### src/aop_pkg.sv
// constants, field layout and link carrier for the output phase and pattern registers
// assumes a single 100 MHz clock that stands in for the multiplied serial clock
package aop_pkg;

  // register offsets on the serial control port
  localparam logic [12:0] AOP_ADDR_FORMAT = 13'h0014;
  localparam logic [12:0] AOP_ADDR_DRIVE = 13'h0015;
  localparam logic [12:0] AOP_ADDR_PHASE = 13'h0016;
  localparam logic [12:0] AOP_ADDR_PAT_LO = 13'h0019;
  localparam logic [12:0] AOP_ADDR_PAT_HI = 13'h001A;

  // reset values
  localparam logic [7:0] AOP_RST_FORMAT = 8'h00;
  localparam logic [7:0] AOP_RST_DRIVE = 8'h00;
  localparam logic [7:0] AOP_RST_PHASE = 8'h03;
  localparam logic [7:0] AOP_RST_PAT_LO = 8'h00;
  localparam logic [7:0] AOP_RST_PAT_HI = 8'h00;

  // field positions
  localparam int AOP_PHASE_LSB = 0;
  localparam int AOP_FMT_LSB = 0;
  localparam int AOP_INVERT_BIT = 2;
  localparam int AOP_LOWPWR_BIT = 6;
  localparam logic [1:0] AOP_FMT_TWOS = 2'h1;

  // serial port framing
  localparam logic [3:0] AOP_INSTR_LAST = 4'hF;
  localparam logic [3:0] AOP_DATA_LAST = 4'h7;
  localparam int AOP_READ_BIT = 15;

  // output clock timing: one tick is 60 degrees of the output data clock
  localparam logic [2:0] AOP_TICKS_PER_DCLK = 3'h6;
  localparam logic [2:0] AOP_TICKS_PER_HALF = 3'h3;
  localparam logic [3:0] AOP_PHASE_TOP = 4'hB;

  typedef enum logic [1:0] {SPI_IDLE, SPI_INSTR, SPI_DATA, SPI_DONE} aop_spi_state_type;

  // serial output link towards the receiver
  typedef struct packed {
    logic data;
    logic dclk;
    logic fclk;
  } aop_link_type;

endpackage

### src/aop_regs.sv
// output phase select, user pattern one and format registers behind a serial control port,
// with the serialiser whose output data clock phase they steer
// assumes spi pins come from outside the clock domain; adc words come from logic on mclk_i
//
// How it works
// the low nibble of the clock phase register picks which divider phase drives the data clock out
// every step of the phase code moves the data clock out by sixty degrees, code zero aligned to data
// after reset the phase code is three, the 180 degree point, and the register reads 0x03
// software only writes phase codes zero to eleven, codes past eleven being outside that range
// pattern one low byte is a reset-to-zero register holding pattern bits 7 to 0
// pattern one high byte is a reset-to-zero register holding pattern bits 15 to 8
// a test pattern sent instead of converted data goes through the current output format
// moving the output clock phase never moves the internal data latching
`timescale 1ns/1ps
module aop_regs #(
  parameter int DATA_WIDTH = 12
) (
  input wire logic mclk_i,
  input wire logic srst_i,
  input wire logic spi_csb_n_i,
  input wire logic spi_sclk_i,
  input wire logic spi_sdio_i,
  output logic spi_sdio_o,
  output logic spi_sdio_oe_o,
  input wire logic [DATA_WIDTH-1:0] adc_data_i,
  input wire logic pattern_sel_i,
  output aop_pkg::aop_link_type link_o,
  output logic [7:0] output_drive_config_o,
  output logic lvds_low_power_o
);
  import aop_pkg::*;

  // elaboration check: two bits go out per data clock period
  if (DATA_WIDTH < 2 || DATA_WIDTH > 16 || (DATA_WIDTH % 2) != 0)
  begin : g_bad_width
    $error("DATA_WIDTH must be even and between 2 and 16");
  end

  function automatic logic hit(input logic [12:0] addr, input logic [12:0] offset);
    hit = (addr == offset);
  endfunction

  logic [2:0] s1_q, s2_q, s3_q, pin_q;
  logic [2:0] agree, pin_d;
  logic csb_n, sclk_rise, sclk_fall, sdio_in;

  // three-stage pin capture; bit 2 csb, bit 1 sclk, bit 0 sdio
  always_ff @(posedge mclk_i)
  begin
    if (srst_i)
    begin
      s1_q <= 3'h4;
      s2_q <= 3'h4;
      s3_q <= 3'h4;
      pin_q <= 3'h4;
    end
    else
    begin
      s1_q <= {spi_csb_n_i, spi_sclk_i, spi_sdio_i};
      s2_q <= s1_q;
      s3_q <= s2_q;
      pin_q <= pin_d;
    end
  end

  // a change counts once the second and third stages agree; glitches of one cycle are dropped
  assign agree = ~(s2_q ^ s3_q);
  assign pin_d = (agree & s2_q) | (~agree & pin_q);
  assign csb_n = pin_d[2];
  assign sclk_rise = pin_d[1] & ~pin_q[1];
  assign sclk_fall = ~pin_d[1] & pin_q[1];
  assign sdio_in = pin_d[0];

  aop_spi_state_type state_q;
  logic [3:0] cnt_q;
  logic [15:0] instr_q;
  logic [7:0] shift_q;
  logic sdio_q, sdio_oe_q;
  logic [7:0] format_q, drive_q, phase_q, pat_lo_q, pat_hi_q;
  logic [12:0] instr_addr;
  logic is_read, wr_stb;
  logic [7:0] wr_data, rd_data;

  // address taken from the instruction as its last bit arrives
  assign instr_addr = {instr_q[11:0], sdio_in};
  assign is_read = instr_q[AOP_READ_BIT];
  assign wr_data = {shift_q[6:0], sdio_in};
  assign wr_stb = (state_q == SPI_DATA) && !is_read && sclk_rise && (cnt_q == AOP_DATA_LAST);

  // read mux; unmapped addresses read zero
  assign rd_data = hit(instr_addr, AOP_ADDR_FORMAT) ? format_q :
                   hit(instr_addr, AOP_ADDR_DRIVE) ? drive_q :
                   hit(instr_addr, AOP_ADDR_PHASE) ? phase_q :
                   hit(instr_addr, AOP_ADDR_PAT_LO) ? pat_lo_q :
                   hit(instr_addr, AOP_ADDR_PAT_HI) ? pat_hi_q : 8'h00;

  // serial port: 16 instruction bits msb first, then one data byte; sampled on sclk rise
  always_ff @(posedge mclk_i)
  begin
    if (srst_i || csb_n)
    begin
      state_q <= SPI_IDLE;
      cnt_q <= 4'h0;
      instr_q <= 16'h0000;
      shift_q <= 8'h00;
      sdio_q <= 1'b0;
      sdio_oe_q <= 1'b0;
    end
    else
    begin
      unique case (state_q)
        SPI_IDLE:
        begin
          state_q <= SPI_INSTR;
          cnt_q <= 4'h0;
        end
        SPI_INSTR:
        begin
          if (sclk_rise)
          begin
            instr_q <= {instr_q[14:0], sdio_in};
            cnt_q <= cnt_q + 4'h1;
            if (cnt_q == AOP_INSTR_LAST)
            begin
              state_q <= SPI_DATA;
              cnt_q <= 4'h0;
              shift_q <= instr_q[14] ? rd_data : 8'h00;
            end
          end
        end
        SPI_DATA:
        begin
          // read data leaves on falling edges so the host samples it on rising ones
          if (is_read && sclk_fall)
          begin
            sdio_q <= shift_q[7];
            sdio_oe_q <= 1'b1;
            shift_q <= {shift_q[6:0], 1'b0};
          end
          if (!is_read && sclk_rise)
          begin
            shift_q <= wr_data;
          end
          if (sclk_rise)
          begin
            cnt_q <= cnt_q + 4'h1;
            if (cnt_q == AOP_DATA_LAST)
            begin
              state_q <= SPI_DONE;
            end
          end
        end
        SPI_DONE:
        begin
          // release the line after the last bit; extra clocks are ignored
          if (sclk_fall)
          begin
            sdio_oe_q <= 1'b0;
          end
        end
      endcase
    end
  end

  assign spi_sdio_o = sdio_q;
  assign spi_sdio_oe_o = sdio_oe_q;

  // register file, defaults on reset
  always_ff @(posedge mclk_i)
  begin
    if (srst_i)
    begin
      format_q <= AOP_RST_FORMAT;
      drive_q <= AOP_RST_DRIVE;
      phase_q <= AOP_RST_PHASE;
      pat_lo_q <= AOP_RST_PAT_LO;
      pat_hi_q <= AOP_RST_PAT_HI;
    end
    else if (wr_stb)
    begin
      if (hit(instr_q[12:0], AOP_ADDR_FORMAT)) format_q <= wr_data;
      if (hit(instr_q[12:0], AOP_ADDR_DRIVE)) drive_q <= wr_data;
      // phase nibble kept, upper bits read zero
      if (hit(instr_q[12:0], AOP_ADDR_PHASE)) phase_q <= {4'h0, wr_data[AOP_PHASE_LSB+:4]};
      if (hit(instr_q[12:0], AOP_ADDR_PAT_LO)) pat_lo_q <= wr_data;
      if (hit(instr_q[12:0], AOP_ADDR_PAT_HI)) pat_hi_q <= wr_data;
    end
  end

  assign output_drive_config_o = drive_q;
  assign lvds_low_power_o = format_q[AOP_LOWPWR_BIT];

  logic [2:0] tick_q, tick_d;
  logic [3:0] bit_q;
  logic [DATA_WIDTH-1:0] sh_q, src_word, fmt_word;
  logic [15:0] pattern;
  logic advance, last_bit;
  logic [3:0] code_c;
  logic [2:0] ph6, rel;
  logic dclk_q, fclk_q;

  // pattern takes the top bits and passes the same format stage as data
  assign pattern = {pat_hi_q, pat_lo_q};
  assign src_word = pattern_sel_i ? pattern[15-:DATA_WIDTH] : adc_data_i;
  assign fmt_word = (format_q[AOP_FMT_LSB+:2] == AOP_FMT_TWOS) ?
                    {~src_word[DATA_WIDTH-1], src_word[DATA_WIDTH-2:0]} ^ {DATA_WIDTH{format_q[AOP_INVERT_BIT]}} :
                    src_word ^ {DATA_WIDTH{format_q[AOP_INVERT_BIT]}};

  // data timing follows the free tick counter only, never the phase code
  assign tick_d = (tick_q == AOP_TICKS_PER_DCLK - 3'h1) ? 3'h0 : tick_q + 3'h1;
  assign advance = (tick_d == 3'h0) || (tick_d == AOP_TICKS_PER_HALF);
  assign last_bit = (bit_q == 4'(DATA_WIDTH - 1));

  // codes past eleven are outside use; clamp so the divider never runs off
  assign code_c = (phase_q[3:0] > AOP_PHASE_TOP) ? AOP_PHASE_TOP : phase_q[3:0];
  // sixty degrees per step, 360 degrees wraps to the same edge
  assign ph6 = (code_c >= 4'h6) ? 3'(code_c - 4'h6) : code_c[2:0];
  assign rel = (tick_d >= ph6) ? 3'(tick_d - ph6) : 3'(tick_d + AOP_TICKS_PER_DCLK - ph6);

  // serialiser: two bits per data clock period, msb first, frame clock high for the first half
  always_ff @(posedge mclk_i)
  begin
    if (srst_i)
    begin
      tick_q <= 3'h0;
      // start on the last bit so the first advance loads a whole frame, not a short one
      bit_q <= 4'(DATA_WIDTH - 1);
      sh_q <= '0;
      dclk_q <= 1'b0;
      fclk_q <= 1'b0;
    end
    else
    begin
      tick_q <= tick_d;
      // selected divider phase drives the clock out
      dclk_q <= (rel < AOP_TICKS_PER_HALF);
      if (advance)
      begin
        bit_q <= last_bit ? 4'h0 : bit_q + 4'h1;
        sh_q <= last_bit ? fmt_word : {sh_q[DATA_WIDTH-2:0], 1'b0};
        fclk_q <= last_bit || (bit_q < 4'(DATA_WIDTH / 2 - 1));
      end
    end
  end

  // one driver for the whole link struct
  assign link_o = '{data: sh_q[DATA_WIDTH-1], dclk: dclk_q, fclk: fclk_q};

endmodule

### config.mk
export PLATFORM = sky130hd
export DESIGN_NAME = aop_regs
export DESIGN_NICKNAME = d
export VERILOG_FILES = /design/src/aop_pkg.sv /design/src/aop_regs.sv
export SDC_FILE = /design/constraint.sdc
export NUM_CORES = 1
export LEC_CHECK = 0
export BUFFER_PORTS_ARGS = -buffer_cell sky130_fd_sc_hd__clkbuf_2
export CAP_MARGIN = 20
export CORE_ASPECT_RATIO = 1.5
export CORE_UTILIZATION = 45
export CTS_CLUSTER_DIAMETER = 200
export DETAILED_ROUTE_END_ITERATION = 6
export MAX_ROUTING_LAYER = met4
export SETUP_SLACK_MARGIN = 0.2
export SYNTH_ARGS = -nofsm -noshare
export SYNTH_HDL_FRONTEND = slang
export SYNTH_SLANG_ARGS = --single-unit
### constraint.sdc
create_clock -name mclk_i -period 7.5 [get_ports mclk_i]
set_clock_uncertainty 0.2 [all_clocks]
set_input_delay 0.75 -clock mclk_i [delete_from_list [all_inputs] [get_ports mclk_i]]
set_output_delay 0.75 -clock mclk_i [all_outputs]
set_load 0.1 [all_outputs]
==> qor.csv <==
metric,value,unit
worst_path_largest_cell_delay,0.80,ns
arrival,2.92,ns
finalSetupViolCount,0,
grt_max_degree,70,
firstDrtPassIters,4,
clk_path_buf_depth,2,
hold_path_depth,1,
antenna_cells,0,
yosys-top-cells-area,"dfxtp_1, mux2i_1, nor2_1",
rows,46,
drc,0,
crit_fanout,15,
synth_top_area_share,40.3,%
critPathLaunchType,flip-flop,
synth_edf_count,0,
fp.dieArea,11600,um2
pwr-share-seq,49.4,%
min_to,s2_q[2]$_SDFF_PP1_,
hpwl,7950,um
report.final.slew_viol_count,0,
r2r_slack,4.59,ns
placedCellCount,712,
portBuffers,31,
reg2reg_to,pat_hi_q[6]$_SDFFE_PP0P_,
synth-seq-cells,101,
postPlaceCellArea,5170,um2
critPathBufInv,1,
syn_area,5020,um2
cp_slowest_cell,nor3_2,
worst-r2r-cell-count,7,
grt_pass1_vias,3784,
synthFlopType,dfxtp_1,
cts-hold-fix-buffers,0,
vias,3945,
place.gp.congestion,0.841,
p_int,866,uW
final.setup.tns,0,ns
endpoint_kind,flip-flop,
ant_nets,0,
antenna_found_initial,0,
start_util,46.9,%
ys_seq_area_share,40.3,%
core_area,10700,um2
grt_pass1_wl,18400,um
path_clk_slew,0.07,ns
critPathTopFamily,simple AND/OR/NAND/NOR gates,
clk_latency,0.34,ns
reg2reg_from,state_q[0]$_SDFFE_PP0P_,
ctsHtreeMaxLevel,3,
hold_viol,0,
power_density,206,nW/um2
power_leakage,2.16,nW
nets,610,
p_clk_share,42.2,%
worstHoldStart,s1_q[2]$_SDFF_PP1_,
grt_util_all_layers,20.7,%
wire_per_inst,15.0,um
ir_drop,101,uV
drive_gt1_share,11.3,%
syn_area_per_cell,8.78,um2
yosys_warnings,0,
area.growth.synth_to_final,9.17,%
syn_nets,603,
required,7.51,ns
status,finished clean,
fin_crit_sh,38.8,%
clkSinkCount,101,
fin_cells,727,
swShare,23.1,%
cap_violations,0,
p_sw,260,uW
rsz0062_at_grt,false,
ctsResizeCount,0,
tightest_slew,1.02,ns
timing.hold.worst.class,flip-flop to flip-flop,
dieWidth,88.2,um
synth_cells,572,
max_slew_margin,32.0,%
crit_chain,"inv_1, ha_1, and2b_1, nand4_1, nor3_2, mux2i_1, nor2_1",
grt-ovfl-total,0,
crit_type,flip-flop to flip-flop,
max_freq,0.344,GHz
viasPerCell,5.43,
hold_ws,0.225,ns
cts_buffers,9,
root_buffer,clkbuf_16,
design_area,5480,um2
yosysTopAreaCell,dfxtp_1,
drt_first_iter_violations,215,
cts_setup_buffers,0,
fin_crit,2.91,ns
ios,32,
synth.distinct_cells,58,
synth-async-reset-ratio,0,%
finalWorstSetupSlack,4.59,ns
drt-total-wl,10900,um
combPwrFrac,8.4,%
cts_tree,yes,
chipHeight,131,um
place_ws,4.50,ns
-- placed cells by master, fill, tap and decap left out, types with 14 or more instances in the layout --
cell / count
a211oi_1: 14
a21oi_1: 44
clkbuf_2: 31
dfxtp_1: 101
mux2i_1: 51
nand2_1: 46
nand2b_1: 14
nor2_1: 83
nor2b_1: 14
o21ai_0: 16
xor2_1: 14
-- registers in the layout, summed over array words and instances, names as in the netlist, 8 cells and up --
register,count
pat_hi_q,8
shift_q,8
format_q,8
output_drive_config_o,8
instr_q,16
pat_lo_q,8
sh_q,12
-- synthesized netlist by cell type (2+ instances only) --
| library cell | n |
|---|---|
| maj3_1 | 2 |
| buf_4 | 6 |
| or4_4 | 2 |
| or4_1 | 2 |
| nand4_1 | 3 |
| and4_1 | 7 |
| dfxtp_1 | 101 |
| buf_1 | 2 |
| nor2_1 | 83 |
| a211o_1 | 4 |
| a221o_1 | 5 |
| mux2_2 | 3 |
| and3_1 | 3 |
| nand4b_1 | 2 |
| nor3_1 | 12 |
| xnor2_1 | 3 |
| nand3b_1 | 3 |
| clkbuf_1 | 24 |
| a21boi_0 | 8 |
| o22a_1 | 4 |
| a211oi_1 | 14 |
| o21ai_1 | 4 |
| and2_1 | 2 |
| a21o_1 | 3 |
| o21ai_0 | 16 |
| xor2_1 | 14 |
| nand2b_1 | 14 |
| nor2b_1 | 14 |
| a21oi_1 | 44 |
| inv_1 | 12 |
| or2_2 | 5 |
| mux2i_1 | 51 |
| or3_1 | 3 |
| ha_1 | 12 |
| nand2_1 | 46 |
| nor3b_1 | 3 |
| nand3_1 | 3 |
| buf_6 | 5 |
| o31ai_1 | 9 |
-- cell families after synthesis --
kind of cell	synth area share, %
AND/OR/NAND/NOR	22.3
AO/OA/AOI/OAI	14.8
flip-flops	40.3
multiplexers	10.8
buffers and inverters	5.03
XOR/XNOR	2.97
adder cells (fa/ha/maj)	3.79
-- routing by layer --
layer | global-route usage (%) | vias up | share of wire (%)
met5 | - | - | 0
met4 | 8.06 | 0 | 2.7
met3 | 4.52 | 22 | 3.2
met2 | 35.0 | 53 | 52
met1 | 23.3 | 1865 | 42
li1 | - | 2005 | -
-- how the worst max path moves through the flow --
stage / startpoint / end / slack (ns) / cells past startpoint
CTS: state_q[0]$_SDFFE_PP0P_ / pat_hi_q[6]$_SDFFE_PP0P_ / 4.61 / 7
global placement: srst_i / shift_q[7]$_SDFFE_PP0P_ / 4.54 / 5
floorplan: tick_q[0]$_SDFF_PP0_ / dclk_q$_SDFF_PP0_ / 5.13 / 7
global route: state_q[0]$_SDFFE_PP0P_ / pat_hi_q[5]$_SDFFE_PP0P_ / 4.41 / 7
detailed placement: srst_i / shift_q[0]$_SDFFE_PP0P_ / 4.50 / 5
finish: state_q[0]$_SDFFE_PP0P_ / pat_hi_q[6]$_SDFFE_PP0P_ / 4.59 / 7
-- cell type report --
cell class	count	area (um2)
multi-input combinational	421	2750
timing repair buffer	34	178
clock inverter	3	43.8
inverter	12	45.0
tap	144	180
fill	1074	5230
clock buffer	12	267
sequential	101	2020
-- worst register-to-register path, cell delays in order, from the launching register on --
cell and delay [ns]:
dfxtp_1 0.35, inv_1 0.07, ha_1 0.45, and2b_1 0.23, nand4_1 0.34, nor3_2 0.80
mux2i_1 0.29, nor2_1 0.05
-- stage by stage --
step | util (%) | total power [mW]
after floorplan | - | 0.649
after global placement | 48.3 | 0.661
after detailed placement | 48.3 | 0.664
after CTS | 51.2 | 1.14
after global routing | 51.2 | 1.17
final | 51.2 | 1.13
-- power by group through the flow --
stage	clock, mW	sequential, mW	combinational, mW
after floorplan	0	0.566	0.0828
after global placement	0	0.568	0.0932
after detailed placement	0	0.568	0.0960
after CTS	0.486	0.556	0.0962
after global routing	0.506	0.558	0.106
final	0.475	0.556	0.0948
(Power assumes the default switching activity.)
